===== config.mk =====
export PLATFORM = sky130hd
export DESIGN_NAME = rxs_ctrl
export DESIGN_NICKNAME = d
export VERILOG_FILES = /design/src/rtl/rxs_pkg.sv /design/src/rtl/rxs_ctrl.sv
export SDC_FILE = /design/constraint.sdc
export NUM_CORES = 1
export LEC_CHECK = 0
export BUFFER_PORTS_ARGS = -buffer_cell sky130_fd_sc_hd__buf_4
export CAP_MARGIN = 20
export CORE_MARGIN = 10
export CORE_UTILIZATION = 51
export CTS_CLUSTER_SIZE = 30
export DETAILED_ROUTE_END_ITERATION = 10
export PLACE_DENSITY = 0.78
export SETUP_SLACK_MARGIN = 0.2
export SYNTH_ARGS = -nofsm -noshare
export SYNTH_HDL_FRONTEND = slang
export SYNTH_SLANG_ARGS = --single-unit

===== constraint.sdc =====
create_clock -name ref_clk_i -period 1.5 [get_ports ref_clk_i]
set_input_delay 0.45 -clock ref_clk_i [delete_from_list [all_inputs] [get_ports ref_clk_i]]
set_output_delay 0.45 -clock ref_clk_i [all_outputs]
set_load 0.03 [all_outputs]

===== src/rtl/rxs_pkg.sv =====
// package for the receive control / transceiver interrupt enable / shutdown register
package rxs_pkg;
    localparam int unsigned CLK_PERIOD_NS = 10;
    // skip completion time, as printed, in ns
    localparam int unsigned SKIP_TIME_NS = 200;
    localparam int unsigned SKIP_CYCLES_INT = (SKIP_TIME_NS / CLK_PERIOD_NS) < 1 ? 1 : (SKIP_TIME_NS / CLK_PERIOD_NS);
    localparam logic [4:0] SKIP_CYCLES = SKIP_CYCLES_INT[4:0];

    // register map (offsets chosen locally)
    localparam logic [3:0] ADDR_CTRL = 4'h0;
    localparam logic [3:0] ADDR_INT_STATUS = 4'h1;
    localparam logic [3:0] ADDR_INT_MASK = 4'h2;

    // control register field positions
    localparam int unsigned BIT_LKF_EN = 6;
    localparam int unsigned BIT_DEPTH = 4;
    localparam int unsigned BIT_TEST = 3;
    localparam int unsigned BIT_SKIP = 2;
    localparam int unsigned BIT_SQE_EN = 1;
    localparam int unsigned BIT_FILTER = 0;
    localparam logic [7:0] CTRL_RESET = 8'h00;

    // interrupt status fields
    localparam int unsigned IRQ_LKF = 0;
    localparam int unsigned IRQ_SQE = 1;
    localparam int unsigned IRQ_SKIP_DONE = 2;
    localparam logic [2:0] IRQ_RESET = 3'h0;

    localparam logic [1:0] AM_PROMISC = 2'h3;

    typedef enum logic [0:0] {
        RXS_IDLE = 1'b0,
        RXS_SKIP = 1'b1
    } rxs_state_t;

    typedef struct packed {
        logic [3:0] addr;
        logic [7:0] wdata;
        logic wr;
        logic rd;
    } rxs_bus_req_t;

    typedef struct packed {
        rxs_state_t st;
        logic lkf_en;
        logic depth;
        logic test;
        logic sqe_en;
        logic filter;
        logic [4:0] cnt;
        logic [2:0] irq_stat;
        logic [2:0] irq_mask;
        logic [7:0] rdata;
        logic skip_req;
        logic empty_set;
        logic [1:0] lkf_sync;
        logic [1:0] sqe_sync;
        logic lkf_int;
        logic sqe_int;
    } rxs_state_s_t;
endpackage


===== src/rtl/rxs_ctrl.sv =====
// receive control / transceiver interrupt enable / shutdown register block
// Operation
// RULE1: bits 7 and 5 read zero, write zero
// RULE2: bit 6 gates link-fail interrupt
// RULE3: bit 4 picks standby or shutdown
// RULE4: test bit must be written zero
// RULE5: writing skip one advances read pointer; here only while the sequencer is idle, a skip bit written during a skip is ignored
// RULE6: skip reads one until done, ~200 ns
// RULE7: last packet skipped sets buffer empty
// RULE8: skip only after 4-byte header read; not checked here, a skip is taken whenever the sequencer is idle
// RULE9: no skip with 8 bytes left; not checked here, a skip is taken whenever the sequencer is idle
// RULE10: writing skip zero does nothing
// RULE11: bit 1 gates SQE interrupt
// RULE12: filter own frames in mode 11
// RULE13: reset clears every bit
//
// Chosen here: the strobed register port and the address map.
`timescale 1ns/10ps
`default_nettype none
module rxs_ctrl (
    input wire logic ref_clk_i,
    input wire logic resetn_i,
    input wire logic [3:0] addr_i,
    input wire logic [7:0] wdata_i,
    input wire logic wr_i,
    input wire logic rd_i,
    output logic [7:0] rdata_o,
    input wire logic link_fail_i,
    input wire logic sig_quality_err_i,
    output logic link_fail_int_o,
    output logic sig_quality_err_int_o,
    input wire logic low_power_request_i,
    output logic standby_o,
    output logic shutdown_o,
    output logic chip_test_o,
    output logic rx_packet_skip_o,
    input wire logic last_packet_i,
    output logic rx_buffer_empty_set_o,
    input wire logic addr_match_mode_hi_i,
    input wire logic addr_match_mode_lo_i,
    input wire logic own_frame_i,
    output logic own_frame_discard_o,
    output logic irq_o
);
    rxs_pkg::rxs_bus_req_t req;
    rxs_pkg::rxs_state_s_t s_q;
    rxs_pkg::rxs_state_s_t s_d;
    logic [2:0] ev;

    // group bus signals into one carrier
    assign req = '{addr: addr_i, wdata: wdata_i, wr: wr_i, rd: rd_i};

    // read value of the control register; unused bits fixed at zero
    function automatic logic [7:0] ctrl_view(input rxs_pkg::rxs_state_s_t s);
        logic [7:0] v;
        v = 8'h00; // RULE1
        v[rxs_pkg::BIT_LKF_EN] = s.lkf_en;
        v[rxs_pkg::BIT_DEPTH] = s.depth;
        v[rxs_pkg::BIT_TEST] = s.test;
        v[rxs_pkg::BIT_SKIP] = (s.st == rxs_pkg::RXS_SKIP); // RULE6
        v[rxs_pkg::BIT_SQE_EN] = s.sqe_en;
        v[rxs_pkg::BIT_FILTER] = s.filter;
        return v;
    endfunction

    // next-state logic
    always_comb begin
        s_d = s_q;
        s_d.rdata = 8'h00;
        s_d.skip_req = 1'b0;
        s_d.empty_set = 1'b0;
        // pins from the transceiver pass two flops before use
        s_d.lkf_sync = {s_q.lkf_sync[0], link_fail_i};
        s_d.sqe_sync = {s_q.sqe_sync[0], sig_quality_err_i};
        s_d.lkf_int = s_q.lkf_sync[1] & s_q.lkf_en; // RULE2
        s_d.sqe_int = s_q.sqe_sync[1] & s_q.sqe_en; // RULE11
        // skip sequencer: pointer pulse at start, counted completion
        case (s_q.st)
            rxs_pkg::RXS_IDLE: begin
                if (req.wr && req.addr == rxs_pkg::ADDR_CTRL && req.wdata[rxs_pkg::BIT_SKIP]) begin // RULE10
                    s_d.st = rxs_pkg::RXS_SKIP;
                    s_d.skip_req = 1'b1; // RULE5
                    s_d.cnt = rxs_pkg::SKIP_CYCLES - 5'h01;
                end
            end
            rxs_pkg::RXS_SKIP: begin
                if (s_q.cnt == 5'h00) begin
                    s_d.st = rxs_pkg::RXS_IDLE; // RULE6
                    s_d.empty_set = last_packet_i; // RULE7
                end else begin
                    s_d.cnt = s_q.cnt - 5'h01;
                end
            end
            default: s_d.st = rxs_pkg::RXS_IDLE;
        endcase
        // register writes; skip bit handled by the sequencer, bits 7/5 dropped
        if (req.wr) begin
            case (req.addr)
                rxs_pkg::ADDR_CTRL: begin
                    s_d.lkf_en = req.wdata[rxs_pkg::BIT_LKF_EN];
                    s_d.depth = req.wdata[rxs_pkg::BIT_DEPTH]; // RULE3
                    s_d.test = req.wdata[rxs_pkg::BIT_TEST]; // RULE4
                    s_d.sqe_en = req.wdata[rxs_pkg::BIT_SQE_EN];
                    s_d.filter = req.wdata[rxs_pkg::BIT_FILTER];
                end
                rxs_pkg::ADDR_INT_STATUS: s_d.irq_stat = s_q.irq_stat & ~req.wdata[2:0];
                rxs_pkg::ADDR_INT_MASK: s_d.irq_mask = req.wdata[2:0];
                default: ;
            endcase
        end
        // sticky events win over a simultaneous clear
        s_d.irq_stat = s_d.irq_stat | ev;
        // read data appear in the cycle after the strobe; unmapped reads zero
        if (req.rd) begin
            case (req.addr)
                rxs_pkg::ADDR_CTRL: s_d.rdata = ctrl_view(s_q);
                rxs_pkg::ADDR_INT_STATUS: s_d.rdata = {5'h00, s_q.irq_stat};
                rxs_pkg::ADDR_INT_MASK: s_d.rdata = {5'h00, s_q.irq_mask};
                default: s_d.rdata = 8'h00;
            endcase
        end
    end

    // events: gated link fail, gated sqe, skip completion (rising edges)
    // built from registered state only, so no loop through the next-state process
    always_comb begin
        ev = 3'h0;
        ev[rxs_pkg::IRQ_LKF] = (s_q.lkf_sync[1] & s_q.lkf_en) & ~s_q.lkf_int; // RULE2
        ev[rxs_pkg::IRQ_SQE] = (s_q.sqe_sync[1] & s_q.sqe_en) & ~s_q.sqe_int; // RULE11
        ev[rxs_pkg::IRQ_SKIP_DONE] = (s_q.st == rxs_pkg::RXS_SKIP) && (s_q.cnt == 5'h00);
    end

    // single state register; all fields zero at reset
    always_ff @(posedge ref_clk_i or negedge resetn_i) begin
        if (!resetn_i) begin
            s_q <= '0; // RULE13
        end else begin
            s_q <= s_d;
        end
    end

    // outputs
    assign rdata_o = s_q.rdata;
    assign link_fail_int_o = s_q.lkf_int;
    assign sig_quality_err_int_o = s_q.sqe_int;
    assign standby_o = low_power_request_i & ~s_q.depth; // RULE3
    assign shutdown_o = low_power_request_i & s_q.depth; // RULE3
    assign chip_test_o = s_q.test;
    assign rx_packet_skip_o = s_q.skip_req; // RULE5
    assign rx_buffer_empty_set_o = s_q.empty_set; // RULE7
    // own frames dropped only in promiscuous match mode
    assign own_frame_discard_o = s_q.filter & own_frame_i
        & ({addr_match_mode_hi_i, addr_match_mode_lo_i} == rxs_pkg::AM_PROMISC); // RULE12
    assign irq_o = |(s_q.irq_stat & s_q.irq_mask);
endmodule
`default_nettype wire


; Word-level counts from Yosys, hierarchy flattened
; Index checks and enable logic that the tools add are counted.
[classes]
addsub = 1
n_eq_ne = 5
muxes = 14
n_bitwise = 16
n_reduce_logical = 9
[op_table]
columns = op, count
row1 = one-hot mux 7 bit (3 select lines), 1
row2 = 2-to-1 mux 5 bit, 2
row3 = one-hot mux 5 bit (2 select lines), 1
row4 = AND 1 bit, 8
row5 = 2-to-1 mux 7 bit, 1
row6 = AND 3 bit, 2
row7 = 2-to-1 mux 3 bit, 2
row8 = 2-to-1 mux 6 bit, 1
row9 = AND reduction 2 bit, 3
row10 = zero test 5 bit, 1
row11 = 2-to-1 mux 1 bit, 5
row12 = subtractor 5 x 1 -> 5 bit (second input constant), 1
row13 = == test 4 x 1 -> 1 bit (second input constant), 1
row14 = == test 4 x 2 -> 1 bit (second input constant), 1
row15 = zero test 4 bit, 1
row16 = != test 2 bit (second input constant), 2
row17 = inverter 1 bit, 4
row18 = logical AND 1 bit, 3
row19 = inverter 3 bit, 1
row20 = bitwise OR 3 bit, 1
row21 = OR reduction 3 bit, 1
row22 = == test 2 bit (second input constant), 1
row23 = one-hot mux 1 bit (2 select lines), 1
[word_totals]
reg_bits = 33
inputBits = 23
output_inout_bits = 17
elab_cells = 61

; Logic depth before layout (Yosys ltp)
[logic_depth]
word_depth = 5
depth_mapped = 5
mapped_depth_nobuf = 5

; Worst setup path before layout
; Ideal clock, no wire load.
[synth_timing]
path_type = register to register
start = reg s_q[22] (netlist name)
end = reg s_q[24] (netlist name)
setup_ns = 0.121
t_arrival_ns = 1.267
required_ns = 1.379
setup_slack_ns = 0.112
path_stages_with_launch = 6
n_path_buf = 0
synth_period_minus_slack_ns = 1.388
path_cell_list = dfrtp_1 > inv_1 > ha_1 > nor4b_4 > o21ai_0 > a22o_1
[synth_via]
elab_chain_cells = 3
word_cells_on_any_way = 6
classes_between = 1 x add/sub / 1 x eq/ne / 2 x mux / 2 x reduce/logical
[synth_lines]
columns = item, line
row1 = from (decl), rxs_ctrl.sv:46  ; rxs_pkg::rxs_state_s_t s_q;
row2 = from (signal assigned), rxs_ctrl.sv:136  ; s_q <= '0;
row3 = from (signal assigned), rxs_ctrl.sv:138  ; s_q <= s_d;
row4 = subtractor 5 x 1 -> 5 bit or zero test 5 bit (tied branches), "rxs_ctrl.sv:91, rxs_ctrl.sv:87"
row5 = 2-to-1 mux 5 bit or != test 2 bit (tied branches), n/a
row6 = one-hot mux 5 bit (2 select lines) or AND reduction 2 bit (tied branches), n/a
; Parallel ways exist; a longest one is shown, timed or not. The select of a mux whose other input is x is not followed.
; A chain may end at the register's enable or synchronous reset.

; Worst setup path in the final report
[layout_timing]
start = reg s_q[21] (netlist name)
end = out irq_o
[layout_via]
elab_chain_cells = 2
[layout_lines]
columns = item, line
row1 = AND 3 bit, rxs_ctrl.sv:154  ; assign irq_o = |(s_q.irq_stat & s_q.irq_mask);
row2 = OR reduction 3 bit, rxs_ctrl.sv:154
row3 = to (decl), rxs_ctrl.sv:43  ; output logic irq_o
; Every way passes these cells.

==> metrics.md <==
| Metric | Value |
|---|---|
| Die height | 72.8 um |
| Cells after synthesis | 119 |
| Initial drt markers | 79 |
| Number of global-route vias before repair | 1152 |
| Clock sinks | 31 |
| CORE AREA | 2710 sq um |
| Slack of the critical path | -0.287 ns |
| Maximum fanout along the worst path | 2 |
| Global Route Usage Sum | 13.6% |
| Area delta synth->final | 36.9% |
| Startpoint types | flop |
| Io pins | 40 |
| Avg Cell Area, Syn | 12.0 sq um |
| N_diodes | 0 |
| Root Buffer Master | clkbuf_4 |
| Reg area | 777 sq um |
| Hold bufs inserted after CTS | 0 |
| Worst Reg-to-Reg Cells | 6 |
| Die W | 72.8 um |
| Pin count of the biggest net entering global routing | 32 |
| Clock Skew | 0.00978 ns |
| DRT antenna net count | 0 |
| Worst Path Buf+Inv | 2 |
| Crit-path slowest cell | a222oi_1 |
| Worst R2R Start | s_q[22] |
| Crit path capture type | output pin |
| CTS tree | built |
| HPWL Detailed | 2390 um |
| Area of the multi-input gates | 597 sq um |
| Global-route wire length before repair | 5520 um |
| Grt total ovfl | 0 |
| YS warnings | 0 |
| Reg-to-reg endpoint | s_q[24] |
| Starting density of the core | 52.5% |
| Average routed wire per standard cell | 16.8 um |
| #FFs+latches synth | 31 |
| Cell Area, Placed | 1710 sq um |
| Status | complete, but fails checks |
| Depth of the CTS H-tree | 2 |
| Detailed Route WL | 3340 um |
| Post-Syn Area | 1420 sq um |
| Crit-path cells | a222oi_1 > inv_2 > buf_6 |
| Cell variety after synth | 35 |
| Final Cell Area | 1950 sq um |
| DRC | 0 |
| Max Freq | 0.559 GHz |
| Finished Core Util | 71.8% |
| Fin. Hold Viols | 0 |
| Register area share after synthesis | 54.5% |
| RD Place Congestion | 0.808 |
| Clk buf depth | 2 |
| Tcrit/Tclk final | 119% |
| Peak per-stage delay on the critical path | 0.40 ns |
| Max-cap viol count | 0 |
| Setup TNS Final | -0.287 ns |
| Via count | 1065 |
| Share of cells above drive strength 1 | 52.4% |
| Number of buffers created by CTS | 5 |
| CP required | 1.05 ns |
| Power Dens Cells | 1260 nW/um^2 |
| Port bufs | 35 |
| Clock latency at the later pin of the worst-skew pair | 0.33 ns |
| RSZ-0062 raised after global routing | true |
| Minimum clock period | 1.79 ns |
| R2r setup slk | 0.07 ns |
| Pre-antenna DRT Iters | 4 |
| # setup viols final | 1 |
| Initial antenna violation count | 0 |
| Fill count | 199 |
| Pins Over Slew Limit | 0 |
| Leakage | 0.000959 uW |
| Crit path DAT | 1.34 ns |
| Worst-path clk slew | 0.10 ns |
| VDD IR-drop max | 972 uV |
| CP top delay family | compound AO/OA/AOI/OAI gates |
| Rows | 19 |
| Hold Crit Class | in -> async |
| Failing checks | negative setup slack |
| Class of the most critical setup path | reg -> out |
| Final-stage net count | 191 |
| Die Area | 5300 sq um |
| Vias per inst | 5.35 |
==> power by group <==
group          total [uW]  switching, uW  internal (uW)
logic                 815            353            462
registers            1170            179            988
clock network         462            288            174
total                2440            821           1620
==> cells in the final DEF (no fill, tap or decap), types with 2 or more instances in the layout <==
master    Yosys  layout
nand2b_1      3       3
buf_6         0      19
clkbuf_4      0       5
nand2_1       5       5
conb_1        1       2
nor3_2        1       2
mux2i_1       4       4
nor2_1        2       2
or2_2         3       3
nor2b_2       0       2
dfrtp_1      31      30
o21ai_0       5       3
nand3_1       3       3
a21oi_1       7       6
buf_4         8      30
and2_1        6       5
a21o_1        2       2
inv_1         6       4
a22o_1        4       4
mux2_4        5       5
inv_2         0       2
nor2b_1       4       2
clkinv_2      0       3
mux2_2        3       3
==> worst max-delay path by stage <==
stage | start | endpoint | cells past startpoint
6_report | s_q[21] | irq_o | 3
4_1_cts | s_q[21] | irq_o | 3
2_1_floorplan | addr_i[3] | chip_test_o | 3
3_3_place_gp | addr_i[3] | s_q[28] | 5
5_1_grt | s_q[18] | irq_o | 3
3_5_place_dp | addr_i[3] | s_q[31] | 5
==> layout make-up <==
type,count,area share (%)
inverters,6,1.16
multi-input cells,73,30.7
repair buffers,50,23.6
well taps,31,1.99
clock buffers,5,1.93
clock inverters,3,0.771
flip-flops and latches,31,39.9
==> sequential cells by signal, summed over array words and instances, names as in the netlist <==
register               flops
chip_test_o                1
link_fail_int_o            1
rdata_o                    6
rx_buffer_empty_set_o      1
rx_packet_skip_o           1
s_d                        2
s_q                       18
sig_quality_err_int_o      1
==> synthesized netlist by cell type <==
cell type | number | area, sq um
clkbuf_1 | 1 | 3.75
ha_1 | 1 | 12.5
nor3b_1 | 1 | 7.51
a22o_1 | 4 | 35.0
a21boi_0 | 1 | 7.51
nand3_1 | 3 | 15.0
a21o_1 | 2 | 15.0
nor3_1 | 1 | 5.00
nand2_1 | 5 | 18.8
o21ai_0 | 5 | 25.0
a222oi_1 | 1 | 10.0
and4_1 | 1 | 8.76
or3b_2 | 1 | 8.76
and2_1 | 6 | 37.5
nand2_2 | 1 | 6.26
inv_1 | 6 | 22.5
mux2_4 | 5 | 75.1
and3_1 | 1 | 6.26
nor2_1 | 2 | 7.51
mux2_2 | 3 | 33.8
or3_1 | 1 | 6.26
nand2_4 | 1 | 11.3
nor3b_4 | 1 | 18.8
buf_2 | 1 | 5.00
nor3_2 | 1 | 10.0
nor4b_4 | 1 | 23.8
conb_1 | 1 | 3.75
or2_2 | 3 | 18.8
mux2i_1 | 4 | 40.0
nand2b_1 | 3 | 18.8
buf_4 | 8 | 60.1
o22a_1 | 1 | 8.76
nor2b_1 | 4 | 25.0
a21oi_1 | 7 | 35.0
dfrtp_1 | 31 | 776
==> what timing repair did <==
item                                    in CTS  in global routing
resized for setup                           26                  3
endpoints found under the setup margin      22                 23
pin swaps                                    7                  5
setup buffers                               10                  1
==> worst reg2reg max path, stage by stage (launching register included) <==
cell,delay (ns)
dfrtp_1,0.43
inv_1,0.07
ha_2,0.17
nor4b_4,0.24
buf_4,0.17
o21ai_2,0.04
a22o_1,0.22
==> per-layer routing <==
| layer | up-vias | global-route usage [%] | part of all wire (%) | wire length [um] |
|---|---|---|---|---|
| met1 | 526 | 14.1 | 38 | 1270 |
| met2 | 34 | 23.1 | 53 | 1780 |
| li1 | 503 | - | - | - |
| met4 | 0 | 5.06 | 0.63 | 21 |
| met3 | 2 | 6.67 | 8.0 | 267 |
| met5 | - | 0 | 0 | 0 |
==> cells by family (layout without fill, tap and decap cells) <==
| family | Yosys count | count (layout) | share of synthesized area, % |
|---|---|---|---|
| simple gates | 37 | 37 | 17.9 |
| flops | 31 | 31 | 54.5 |
| compound gates | 21 | 21 | 9.59 |
| buf+inv | 16 | 64 | 6.42 |
| mux | 12 | 12 | 10.5 |
| fa+ha+maj | 1 | 1 | 0.879 |
| other cells | 1 | 2 | 0.264 |
==> through the flow <==
stage / power (uW) / setup slack [ns] / hold slack (ns) / instances
final: 2440 / -0.287 / 0.0322 / 199
after CTS: 2430 / -0.291 / 0.0270 / 198
after floorplan: 1590 / 0.139 / 0.154 / 120
after global placement: 1780 / 0.0290 / 0.336 / 180
after detailed placement: 1820 / -0.00936 / 0.336 / 180
after global routing: 2600 / -0.387 / 0.0226 / 199
(Power assumes the default switching activity.)
